### src/wdk_pkg.sv
// package: constants, types and register map of the sleep-kill watchdog
`default_nettype none
package wdk_pkg;
   // --------------------------------------------------------------
   // register map (printed offset is a word index, byte addr = 4x)
   // --------------------------------------------------------------
   localparam int          WDK_ADDR_W   = 12;
   localparam logic [9:0]  WDK_CSR_IDX  = 10'h036;
   localparam logic [9:0]  WDK_STAT_IDX = 10'h037;
   localparam logic [9:0]  WDK_MASK_IDX = 10'h038;
   localparam logic [11:0] WDK_CSR_ADDR  = {WDK_CSR_IDX, 2'b00};
   localparam logic [11:0] WDK_STAT_ADDR = {WDK_STAT_IDX, 2'b00};
   localparam logic [11:0] WDK_MASK_ADDR = {WDK_MASK_IDX, 2'b00};
   // control/status field positions
   localparam int WDK_EN_BIT   = 7;
   localparam int WDK_KILL_BIT = 6;
   localparam int WDK_FLAG_BIT = 5;
   localparam int WDK_SEL_HI   = 1;
   localparam int WDK_SEL_LO   = 0;
   localparam logic [7:0] WDK_CSR_RESET = 8'h00;
   // interrupt event bits
   localparam int         WDK_EV_W      = 2;
   localparam int         WDK_EV_EXPIRY = 0;
   localparam int         WDK_EV_KICK   = 1;
   localparam logic [1:0] WDK_EV_RESET  = 2'h0;
   // --------------------------------------------------------------
   // timing: 4 Hz tick from the 125 MHz clock
   // --------------------------------------------------------------
   localparam int WDK_CLK_HZ   = 125_000_000;
   localparam int WDK_TICK_MS  = 250;
   localparam int WDK_TICK_CYC = WDK_CLK_HZ / 1000 * WDK_TICK_MS;
   // ticks per period select: 2, 4, 8, 16 quarter seconds
   localparam logic [4:0] WDK_LOAD_00 = 5'h02;
   localparam logic [4:0] WDK_LOAD_01 = 5'h04;
   localparam logic [4:0] WDK_LOAD_10 = 5'h08;
   localparam logic [4:0] WDK_LOAD_11 = 5'h10;
   // --------------------------------------------------------------
   // types
   // --------------------------------------------------------------
   typedef enum logic [1:0] {
      WDK_KS_FRESH   = 2'b00,
      WDK_KS_OFF     = 2'b01,
      WDK_KS_ARMED   = 2'b10,
      WDK_KS_ENGAGED = 2'b11
   } wdk_kill_e;
   typedef struct packed {
      logic        sel;
      logic        en;
      logic        write;
      logic [11:0] addr;
      logic [31:0] wdata;
   } wdk_apb_s;
endpackage : wdk_pkg
`default_nettype wire

### src/wdk_watchdog.sv
// top: sleep-kill watchdog with apb register access and interrupt
//
// Chosen here: the APB slave port.
`default_nettype none
// Behaviour
// - flag reads 1 after expiry, 0 otherwise
// - reading control/status clears the flag
// - writing 0 to flag clears it
// - writing 1 to flag reloads counter only
// - enable resets 0; writing 1 loads, starts
// - counter reaching zero resets system, sets flag
// - enable sticks until reset; writing 0 ignored
// - only first write with kill 1 arms
// - second write with kill 0 engages
// - engaged sleep reloads counter, blocks resets
// - counting resumes once sleep ends
// - kill reads first written value, else 0
// - select 00/01/10/11 gives 0.5/1/2/4 s
// - counter steps on a 4 Hz tick
module wdk_watchdog #(
   parameter int TICK_CYC = wdk_pkg::WDK_TICK_CYC
) (
   input  wire logic        clk,
   input  wire logic        srst,
   input  wire logic        psel,
   input  wire logic        penable,
   input  wire logic        pwrite,
   input  wire logic [11:0] paddr,
   input  wire logic [31:0] pwdata,
   output var  logic        pready,
   output var  logic [31:0] prdata,
   output var  logic        pslverr,
   input  wire logic        sleep_req,
   output var  logic        wdog_rst,
   output var  logic        wdog_active,
   output var  logic        irq
);
   // ---------------------------------------------------------------
   // bus decode
   // ---------------------------------------------------------------
   wdk_pkg::wdk_apb_s apb;
   logic              pready_ff;
   logic [31:0]       prdata_ff;
   logic              pslverr_ff;
   logic              nxt_pready;
   logic [31:0]       nxt_prdata;
   logic              nxt_pslverr;
   logic              acc;
   logic              hit_csr;
   logic              hit_stat;
   logic              hit_mask;
   logic              csr_wr;
   logic              csr_rd;

   assign apb      = '{sel: psel, en: penable, write: pwrite, addr: paddr, wdata: pwdata};
   // a transfer completes only at the edge where pready is high
   assign acc      = apb.sel & apb.en & pready_ff;
   assign hit_csr  = apb.addr == wdk_pkg::WDK_CSR_ADDR;
   assign hit_stat = apb.addr == wdk_pkg::WDK_STAT_ADDR;
   assign hit_mask = apb.addr == wdk_pkg::WDK_MASK_ADDR;
   assign csr_wr   = acc & apb.write & hit_csr;
   assign csr_rd   = acc & !apb.write & hit_csr;

   // ---------------------------------------------------------------
   // watchdog core state
   // ---------------------------------------------------------------
   logic                en_ff, nxt_en;
   logic                kill_rd_ff, nxt_kill_rd;
   logic                flag_ff, nxt_flag;
   logic [1:0]          sel_ff, nxt_sel;
   wdk_pkg::wdk_kill_e  ks_ff, nxt_ks;
   logic [4:0]          wcnt_ff, nxt_wcnt;
   logic [24:0]         pre_ff, nxt_pre;
   logic                rst_ff, nxt_rst;
   logic                tick;
   logic                kill_sleep;
   logic                expire;
   logic                kick;
   logic [7:0]          csr_val;

   // period decode, shared by enable and service reloads
   function automatic logic [4:0] load_of(input logic [1:0] s);
      case (s)
         2'b00:   load_of = wdk_pkg::WDK_LOAD_00;
         2'b01:   load_of = wdk_pkg::WDK_LOAD_01;
         2'b10:   load_of = wdk_pkg::WDK_LOAD_10;
         default: load_of = wdk_pkg::WDK_LOAD_11;
      endcase
   endfunction

   // prescaler runs free outside engaged sleep, so the first tick lands anywhere in 0..250 ms
   assign tick       = pre_ff == 25'h0;
   assign kill_sleep = (ks_ff == wdk_pkg::WDK_KS_ENGAGED) & sleep_req;
   assign expire     = en_ff & tick & (wcnt_ff == 5'h01) & !kill_sleep;
   assign kick       = csr_wr & apb.wdata[wdk_pkg::WDK_FLAG_BIT] & en_ff;
   assign csr_val    = {en_ff, kill_rd_ff, flag_ff, 3'h0, sel_ff};

   // next state of the counter, enable, flag and kill sequence
   always_comb
   begin
      nxt_en      = en_ff;
      nxt_kill_rd = kill_rd_ff;
      nxt_flag    = flag_ff;
      nxt_sel     = sel_ff;
      nxt_ks      = ks_ff;
      nxt_wcnt    = wcnt_ff;
      nxt_rst     = 1'b0;
      nxt_pre     = tick ? 25'(TICK_CYC - 1) : pre_ff - 25'h1;
      if (en_ff && tick)
      begin
         nxt_wcnt = wcnt_ff - 5'h1;
      end
      if (csr_rd)
      begin
         nxt_flag = 1'b0;
      end
      if (csr_wr)
      begin
         nxt_sel = apb.wdata[wdk_pkg::WDK_SEL_HI:wdk_pkg::WDK_SEL_LO];
         // only a 1 acts on enable, so a stray 0 cannot stop the dog
         if (apb.wdata[wdk_pkg::WDK_EN_BIT])
         begin
            nxt_en   = 1'b1;
            nxt_wcnt = load_of(nxt_sel);
         end
         if (!apb.wdata[wdk_pkg::WDK_FLAG_BIT])
         begin
            nxt_flag = 1'b0;
         end
         else if (en_ff)
         begin
            nxt_wcnt = load_of(nxt_sel);
         end
         // two distinct writes needed so one stray write cannot engage
         case (ks_ff)
            wdk_pkg::WDK_KS_FRESH:
            begin
               nxt_kill_rd = apb.wdata[wdk_pkg::WDK_KILL_BIT];
               nxt_ks = apb.wdata[wdk_pkg::WDK_KILL_BIT] ? wdk_pkg::WDK_KS_ARMED
                                                         : wdk_pkg::WDK_KS_OFF;
            end
            wdk_pkg::WDK_KS_ARMED:
            begin
               nxt_ks = apb.wdata[wdk_pkg::WDK_KILL_BIT] ? wdk_pkg::WDK_KS_OFF
                                                         : wdk_pkg::WDK_KS_ENGAGED;
            end
            default:
            begin
               nxt_ks = ks_ff;
            end
         endcase
      end
      if (kill_sleep)
      begin
         nxt_wcnt = load_of(sel_ff);
         nxt_pre  = 25'(TICK_CYC - 1);
      end
      // expiry acts as a reset of this block, flag set wins over clears
      if (expire)
      begin
         nxt_en      = 1'b0;
         nxt_kill_rd = 1'b0;
         nxt_sel     = 2'h0;
         nxt_ks      = wdk_pkg::WDK_KS_FRESH;
         nxt_wcnt    = wdk_pkg::WDK_LOAD_00;
         nxt_flag    = 1'b1;
         nxt_rst     = 1'b1;
      end
   end

   // core registers, power-on reset leaves flag at 0
   always_ff @(posedge clk)
   begin
      if (srst)
      begin
         en_ff      <= wdk_pkg::WDK_CSR_RESET[wdk_pkg::WDK_EN_BIT];
         kill_rd_ff <= wdk_pkg::WDK_CSR_RESET[wdk_pkg::WDK_KILL_BIT];
         flag_ff    <= wdk_pkg::WDK_CSR_RESET[wdk_pkg::WDK_FLAG_BIT];
         sel_ff     <= wdk_pkg::WDK_CSR_RESET[wdk_pkg::WDK_SEL_HI:wdk_pkg::WDK_SEL_LO];
         ks_ff      <= wdk_pkg::WDK_KS_FRESH;
         wcnt_ff    <= wdk_pkg::WDK_LOAD_00;
         pre_ff     <= 25'h0;
         rst_ff     <= 1'b0;
      end
      else
      begin
         en_ff      <= nxt_en;
         kill_rd_ff <= nxt_kill_rd;
         flag_ff    <= nxt_flag;
         sel_ff     <= nxt_sel;
         ks_ff      <= nxt_ks;
         wcnt_ff    <= nxt_wcnt;
         pre_ff     <= nxt_pre;
         rst_ff     <= nxt_rst;
      end
   end

   // ---------------------------------------------------------------
   // interrupt status and mask
   // ---------------------------------------------------------------
   logic [1:0] stat_ff, nxt_stat;
   logic [1:0] mask_ff, nxt_mask;
   logic       irq_ff, nxt_irq;

   // read clears status; an event in the same cycle still sets
   always_comb
   begin
      nxt_stat = (acc && !apb.write && hit_stat) ? 2'h0 : stat_ff;
      nxt_stat[wdk_pkg::WDK_EV_EXPIRY] = nxt_stat[wdk_pkg::WDK_EV_EXPIRY] | expire;
      nxt_stat[wdk_pkg::WDK_EV_KICK]   = nxt_stat[wdk_pkg::WDK_EV_KICK] | kick;
      nxt_mask = (acc && apb.write && hit_mask) ? apb.wdata[1:0] : mask_ff;
      nxt_irq  = |(stat_ff & mask_ff);
   end

   always_ff @(posedge clk)
   begin
      if (srst)
      begin
         stat_ff <= wdk_pkg::WDK_EV_RESET;
         mask_ff <= wdk_pkg::WDK_EV_RESET;
         irq_ff  <= 1'b0;
      end
      else
      begin
         stat_ff <= nxt_stat;
         mask_ff <= nxt_mask;
         irq_ff  <= nxt_irq;
      end
   end

   // ---------------------------------------------------------------
   // apb answer: one wait-free access phase after each setup
   // ---------------------------------------------------------------
   always_comb
   begin
      nxt_pready  = apb.sel & !apb.en;
      nxt_prdata  = 32'h0;
      nxt_pslverr = 1'b0;
      if (apb.sel && !apb.en)
      begin
         if (hit_csr)
         begin
            nxt_prdata = {24'h0, csr_val};
         end
         else if (hit_stat)
         begin
            nxt_prdata = {30'h0, stat_ff};
         end
         else if (hit_mask)
         begin
            nxt_prdata = {30'h0, mask_ff};
         end
         else
         begin
            nxt_pslverr = 1'b1; // unmapped: error, reads zero
         end
      end
   end

   always_ff @(posedge clk)
   begin
      if (srst)
      begin
         pready_ff  <= 1'b0;
         prdata_ff  <= 32'h0;
         pslverr_ff <= 1'b0;
      end
      else
      begin
         pready_ff  <= nxt_pready;
         prdata_ff  <= nxt_prdata;
         pslverr_ff <= nxt_pslverr;
      end
   end

   assign pready      = pready_ff;
   assign prdata      = prdata_ff;
   assign pslverr     = pslverr_ff;
   assign wdog_rst    = rst_ff;
   assign wdog_active = en_ff;
   assign irq         = irq_ff;
endmodule // wdk_watchdog
`default_nettype wire

### config.mk
export PLATFORM = sky130hd
export DESIGN_NAME = wdk_watchdog
export DESIGN_NICKNAME = d
export VERILOG_FILES = /design/src/wdk_pkg.sv /design/src/wdk_watchdog.sv
export SDC_FILE = /design/constraint.sdc
export NUM_CORES = 1
export LEC_CHECK = 0
export BUFFER_PORTS_ARGS = -buffer_cell sky130_fd_sc_hd__buf_4
export CORE_ASPECT_RATIO = 0.6
export CORE_UTILIZATION = 50
export DETAILED_ROUTE_END_ITERATION = 8
export PLACE_DENSITY = 0.8
export REMOVE_ABC_BUFFERS = 1
export SLEW_MARGIN = 10
export SYNTH_ARGS = -nofsm -noshare
export SYNTH_HDL_FRONTEND = slang
export SYNTH_SLANG_ARGS = --single-unit
### constraint.sdc
create_clock -name clk -period 2.75 [get_ports clk]
set_input_delay 0.275 -clock clk [delete_from_list [all_inputs] [get_ports clk]]
set_output_delay 0.275 -clock clk [all_outputs]
set_load 0.1 [all_outputs]
# Word level (Yosys, flattened, before mapping)
# Index checks and enable logic that the tools add are counted.
# totals
reg_bits	77
input_bits	50
output_inout_bits	37
word_cells	90
# classes
addsub	2
eq_ne	10
mux	23
bitwise	17
n_reduce_logical	22
# ops
cell	count
25-bit 2-to-1 mux	2
12-bit by 8-bit equality test with 1-bit output (second input constant)	3
5-bit 2-to-1 mux	6
5-bit case mux with 3 select lines	2
25-bit zero test	1
25-bit by 1-bit subtractor with 25-bit output (second input constant)	1
1-bit AND	13
2-bit 2-to-1 mux	5
2-bit equality test (second input constant)	4
8-bit 2-to-1 mux	1
1-bit logical AND	6
2-bit zero test	3
1-bit 2-to-1 mux	6
2-bit AND reduction	3
2-bit OR reduction	3
5-bit by 1-bit equality test with 1-bit output (second input constant)	1
5-bit by 1-bit subtractor with 5-bit output (second input constant)	1
2-bit by 1-bit equality test with 1-bit output (second input constant)	2
2-bit case mux with 2 select lines	1
4-bit OR reduction	1
1-bit zero test	3
3-bit OR reduction	1
2-bit AND	1
1-bit OR	2
other kinds (2)	2

# Logic depth before layout (Yosys ltp)
# depth
depth_word	8
ltp_mapped	9
mapped_depth_nobuf	8

# Worst setup path after synthesis
# OpenSTA, ideal clock, no wires.
# synth_path
kind	register -> register
start	reg pready_ff, in the netlist pready
end	reg wcnt_ff[3]
setup_time_ps	136
arrival_ps	2399
required_time_ps	2614
setup_slack_ps	215
stages_incl_launch_ff	8
n_path_buf	1
period_less_slack_ps	2535
path_cell_list	dfxtp_1 -> and3_1 -> nand2_1 -> or4_1 -> clkbuf_1 -> nor2_1 -> mux2i_1 -> a211oi_2
# synth_between
elab_chain_len	5
# synth_lines
item	line_no	text
start: declaration	wdk_watchdog.sv:42	logic pready_ff;
start signal: assignment	wdk_watchdog.sv:270	pready_ff <= nxt_pready;
1-bit AND	wdk_watchdog.sv:57	assign acc = apb.sel & apb.en & pready_ff;
1-bit AND (2 in series)	wdk_watchdog.sv:61	assign csr_wr = acc & apb.write & hit_csr;
5-bit 2-to-1 mux	wdk_watchdog.sv:117	if (csr_wr)
5-bit 2-to-1 mux	wdk_watchdog.sv:153	if (kill_sleep)
end signal: assignment	wdk_watchdog.sv:181	wcnt_ff <= wdk_pkg::WDK_LOAD_00;
end signal: assignment	wdk_watchdog.sv:192	wcnt_ff <= nxt_wcnt;
end: declaration	wdk_watchdog.sv:72	logic [4:0] wcnt_ff, nxt_wcnt;
# No other way between the ends.
# A chain may end at the register's enable or synchronous reset.

# Worst setup path in the final report
# layout_path
start	reg pre_ff[13]
end	reg wcnt_ff[0]
# layout_between
elab_chain_len	8
word_cells_on_any_way	12
classes_between	mux (6); bitwise (3); reduce/logical (3)
# layout_lines
item	line_no	text
start: declaration	wdk_watchdog.sv:73	logic [24:0] pre_ff, nxt_pre;
start signal: assignment	wdk_watchdog.sv:193	pre_ff <= nxt_pre;
25-bit zero test (*)	wdk_watchdog.sv:92	assign tick = pre_ff == 25'h0;
1-bit logical AND	wdk_watchdog.sv:109	if (en_ff && tick)
5-bit 2-to-1 mux	wdk_watchdog.sv:109	
5-bit 2-to-1 mux	wdk_watchdog.sv:121	if (apb.wdata[wdk_pkg::WDK_EN_BIT])
5-bit 2-to-1 mux	wdk_watchdog.sv:130	else if (en_ff)
5-bit 2-to-1 mux	wdk_watchdog.sv:126	if (!apb.wdata[wdk_pkg::WDK_FLAG_BIT])
5-bit 2-to-1 mux	wdk_watchdog.sv:117	
5-bit 2-to-1 mux	wdk_watchdog.sv:153	
# Mark *: on every way between the ends. The rest lies on a longest branch, timed or not.

==> key figures <==
Critical path
  • R2R Path Start: pre_ff[13]
  • Type of the worst setup path: flip-flop to flip-flop
  • CP max FO: 10
  • Startpoint Class: flip-flop
  • Top delay family on crit path: simple AND/OR/NAND/NOR gates
  • Worst R2R Setup Slack: 340 ps
  • Arrival @ worst endpoint: 2590 ps
  • Critical Path RT: 2930 ps
  • Worst r2r path cells: 5
  • Slowest cell delay on critical path: between 600 and 700 ps
  • Critical path endpoint category: flip-flop
  • FF-to-FF End: wcnt_ff[0]
  • Most frequent CP cell: or4_4
  • Crit-path cells: or4_4 > or3_1 > or4_4 > nand2b_2 > nor4_1
  • WP buf/inv: 0
  • Slowest CP cell: or4_4

Yosys
  • Main combinational cell family by area after synthesis: simple AND/OR/NAND/NOR gates
  • Cells after synthesis: 300
  • Post-synthesis compound-gate area fraction: 0.113
  • Synth Cell Area: between 2000 and 3000 um^2
  • Synth Area in Adders: 0.0197
  • EDFF count, synth: 0
  • Seq/Total Area, Yosys: 0.394
  • Synth Area in Simple Gates: 0.254
  • Yosys warning count: 0
  • Mux cell area share after synthesis: 0.0241
  • Post-synth cell types: 49
  • #FFs+latches synth: 50
  • Post-synth top flop: dfxtp_1
  • Xor/xnor share of the synthesized area: 0.0792
  • Asr flop ratio synth: 0
  • Syn Area/Cell: 8.47 um^2

Clock network
  • Clock latency on the worst-skew pair: ~300 ps
  • Post-cts resize count: 0
  • Number of post-CTS setup repair buffers: 0
  • Clock Sinks: 50
  • Cts bufs inserted: 5
  • Hold Buf Count CTS: 0
  • Clk pin slew, worst setup/hold paths: 80 ps
  • CTS tree: built
  • Clock root buffer master: clkbuf_8
  • Max Buffers Root-to-Sink: 2
  • H-tree depth: 2

Global route
  • Initial antenna violation count: 0
  • Largest net degree at the start of global routing: 29
  • GR Util met2: 0.308
  • GR Layer Usage met1: 0.341
  • Global-route wire length before repair: approximately 9000 um
  • Total Routing Usage GR: 0.220
  • GR peak layer: met1
  • Gr ovfl total: 0
  • Vias in the first global route: 1,866
  • Met3 Usage GRT: 0.0480

Min path
  • Min-Delay Path Class: input port to flip-flop
  • Hold Path Sink: wdog_active
  • Worst hold start: pwdata[7]
  • Worst Hold Depth: 3

Place
  • DPL Wire Length: 4080 um
  • Final Wtd Congestion: 0.841
  • Pre-CTS WS: 356 ps
  • Port bufs: 32

Floorplanning
  • Die H: 57.2 um
  • Die area: about 5400 um^2
  • Core area: about 4700 um^2
  • Initial core utilization: 0.537
  • Die W: 94.1 um
  • IO Count: just under 90
  • # rows: 19

Finish
  • Area Overhead vs Synth: 11.0%
  • Final #Nets: about 390
  • Layout cells sized above 1: 0.157
  • Most common cell after layout, fill and taps aside: dfxtp_1
  • N_diodes: 0
  • Commonest non-fill, non-tap cells in the layout: 50 x dfxtp_1, 38 x buf_4, 35 x nor2_1

STA
  • Unrepaired setup endpoints after global routing: no
  • Slew HR: 0.543
  • Worst setup margin: about 340 ps
  • Actual slew at the worst max-slew pin: 679 ps
  • Final Cycle Share: 0.877
  • Clock Skews: about 5.4 ps
  • Max-slew violations: 0
  • Final setup TNS: 0 ps
  • Post-layout min period: approximately 2400 ps
  • Endpoints failing hold: 0
  • Setup violations, final: 0
  • Achievable Freq: 415 MHz

Pwr
  • Leakage: 1.12 nW
  • Power Dens Cells: 983 nW/um^2
  • Seq pwr share: 0.391
  • Logic pwr share: 0.465
  • Sw power: 1.19 mW
  • Clk pwr share: 0.144
  • Sw frac: 0.430
  • Int Pwr: 1.58 mW
  • Peak VDD IR: between 0.6 and 0.7 mV

Outcome
  • Status: complete, no violations

Route
  • Wire length per cell: between 10 and 15 um
  • Routed vias/inst: 5.36
  • Drc violations: 0
  • Final ANT Viol Nets: 0
  • Total wire length: 5520 um
  • Iteration-0 DRC Markers: 162
  • DRT Pass-1 Iters: 4
  • Detailed-route via count: between 2,000 and 2,500

Run
  • Max_cap viols: 0
## worst max-delay path by stage
stage / start / end / cells past startpoint
after floorplan: pready / wcnt_ff[3] / 6
after global placement: pre_ff[13] / wcnt_ff[0] / 5
after detailed placement: pre_ff[13] / wcnt_ff[0] / 5
after CTS: pre_ff[13] / wcnt_ff[0] / 5
after global routing: pre_ff[13] / wcnt_ff[0] / 5
final: pre_ff[13] / wcnt_ff[0] / 5
## area by class of cell
cell class	instances	area [um^2]
well taps	63	78.8
repair buffers	38	285
flip-flops and latches	50	1000
fillers	431	1910
inverters	9	33.8
multi-input cells	228	1350
clock buffers	7	76.3
## cell usage after synthesis (4+ instances only)
cell | number | share of area
a21oi_1 | 26 | 0.051
a31oi_1 | 5 | 0.012
buf_4 | 27 | 0.080
clkbuf_1 | 8 | 0.012
dfxtp_1 | 50 | 0.39
ha_1 | 4 | 0.020
inv_1 | 9 | 0.013
mux2i_1 | 5 | 0.020
nand2_1 | 20 | 0.030
nand3_1 | 5 | 0.0098
nor2_1 | 35 | 0.052
nor3_1 | 15 | 0.030
nor4_1 | 12 | 0.030
xnor2_1 | 14 | 0.048
xor2_1 | 9 | 0.031
## worst min-delay path: stages
cell and delay (ps):
buf_4 90, a21oi_1 50, nor2_1 70
## routing by layer
layer / routed length [um] / up-vias
li1: - / 1054
met1: 2800 / 987
met3: 441 / 4
met5: 0 / -
met2: 2250 / 74
met4: 34 / 0
## stage by stage
stage / total power, mW / hold WS, ps / instance area, um^2 / util / std cells
CTS: 2.77 / 215 / 2820 / 0.597 / 395
global route: 2.98 / 214 / 2820 / 0.597 / 395
global placement: 2.32 / 442 / 2750 / 0.581 / 388
detailed placement: 2.36 / 447 / 2750 / 0.581 / 388
finish: 2.77 / 220 / 2820 / 0.597 / 395
floorplan: 2.04 / 344 / 2380 / - / 287
## power by group through the flow
stage | sequential, mW | clock [mW] | combinational (mW)
after floorplan | 1.06 | 0 | 0.981
after global placement | 1.08 | 0 | 1.24
after detailed placement | 1.09 | 0 | 1.27
after CTS | 1.08 | 0.407 | 1.28
after global routing | 1.11 | 0.444 | 1.43
final | 1.08 | 0.400 | 1.29
## sequential cells by signal, indices dropped and copies added (netlist names)
name / cells
flag_ff: 1
irq: 1
kill_rd_ff: 1
ks_ff: 2
mask_ff: 2
prdata: 5
pre_ff: 25
pready: 1
pslverr: 1
sel_ff: 2
stat_ff: 2
wcnt_ff: 5
wdog_active: 1
wdog_rst: 1
## cells by family (layout without fill, tap and decap cells)
logic type                 after synthesis  count (layout)
muxes                                    6               6
xor gates and xnor gates                23              23
DFF                                     50              50
adders and majority gates                4               4
other                                    1              27
buffers and inverters                   48              54
AOI/OAI and AO/OA                       47              47
and+or+nand+nor                        121             121
No activity file was read; power rests on OpenSTA's default activity.
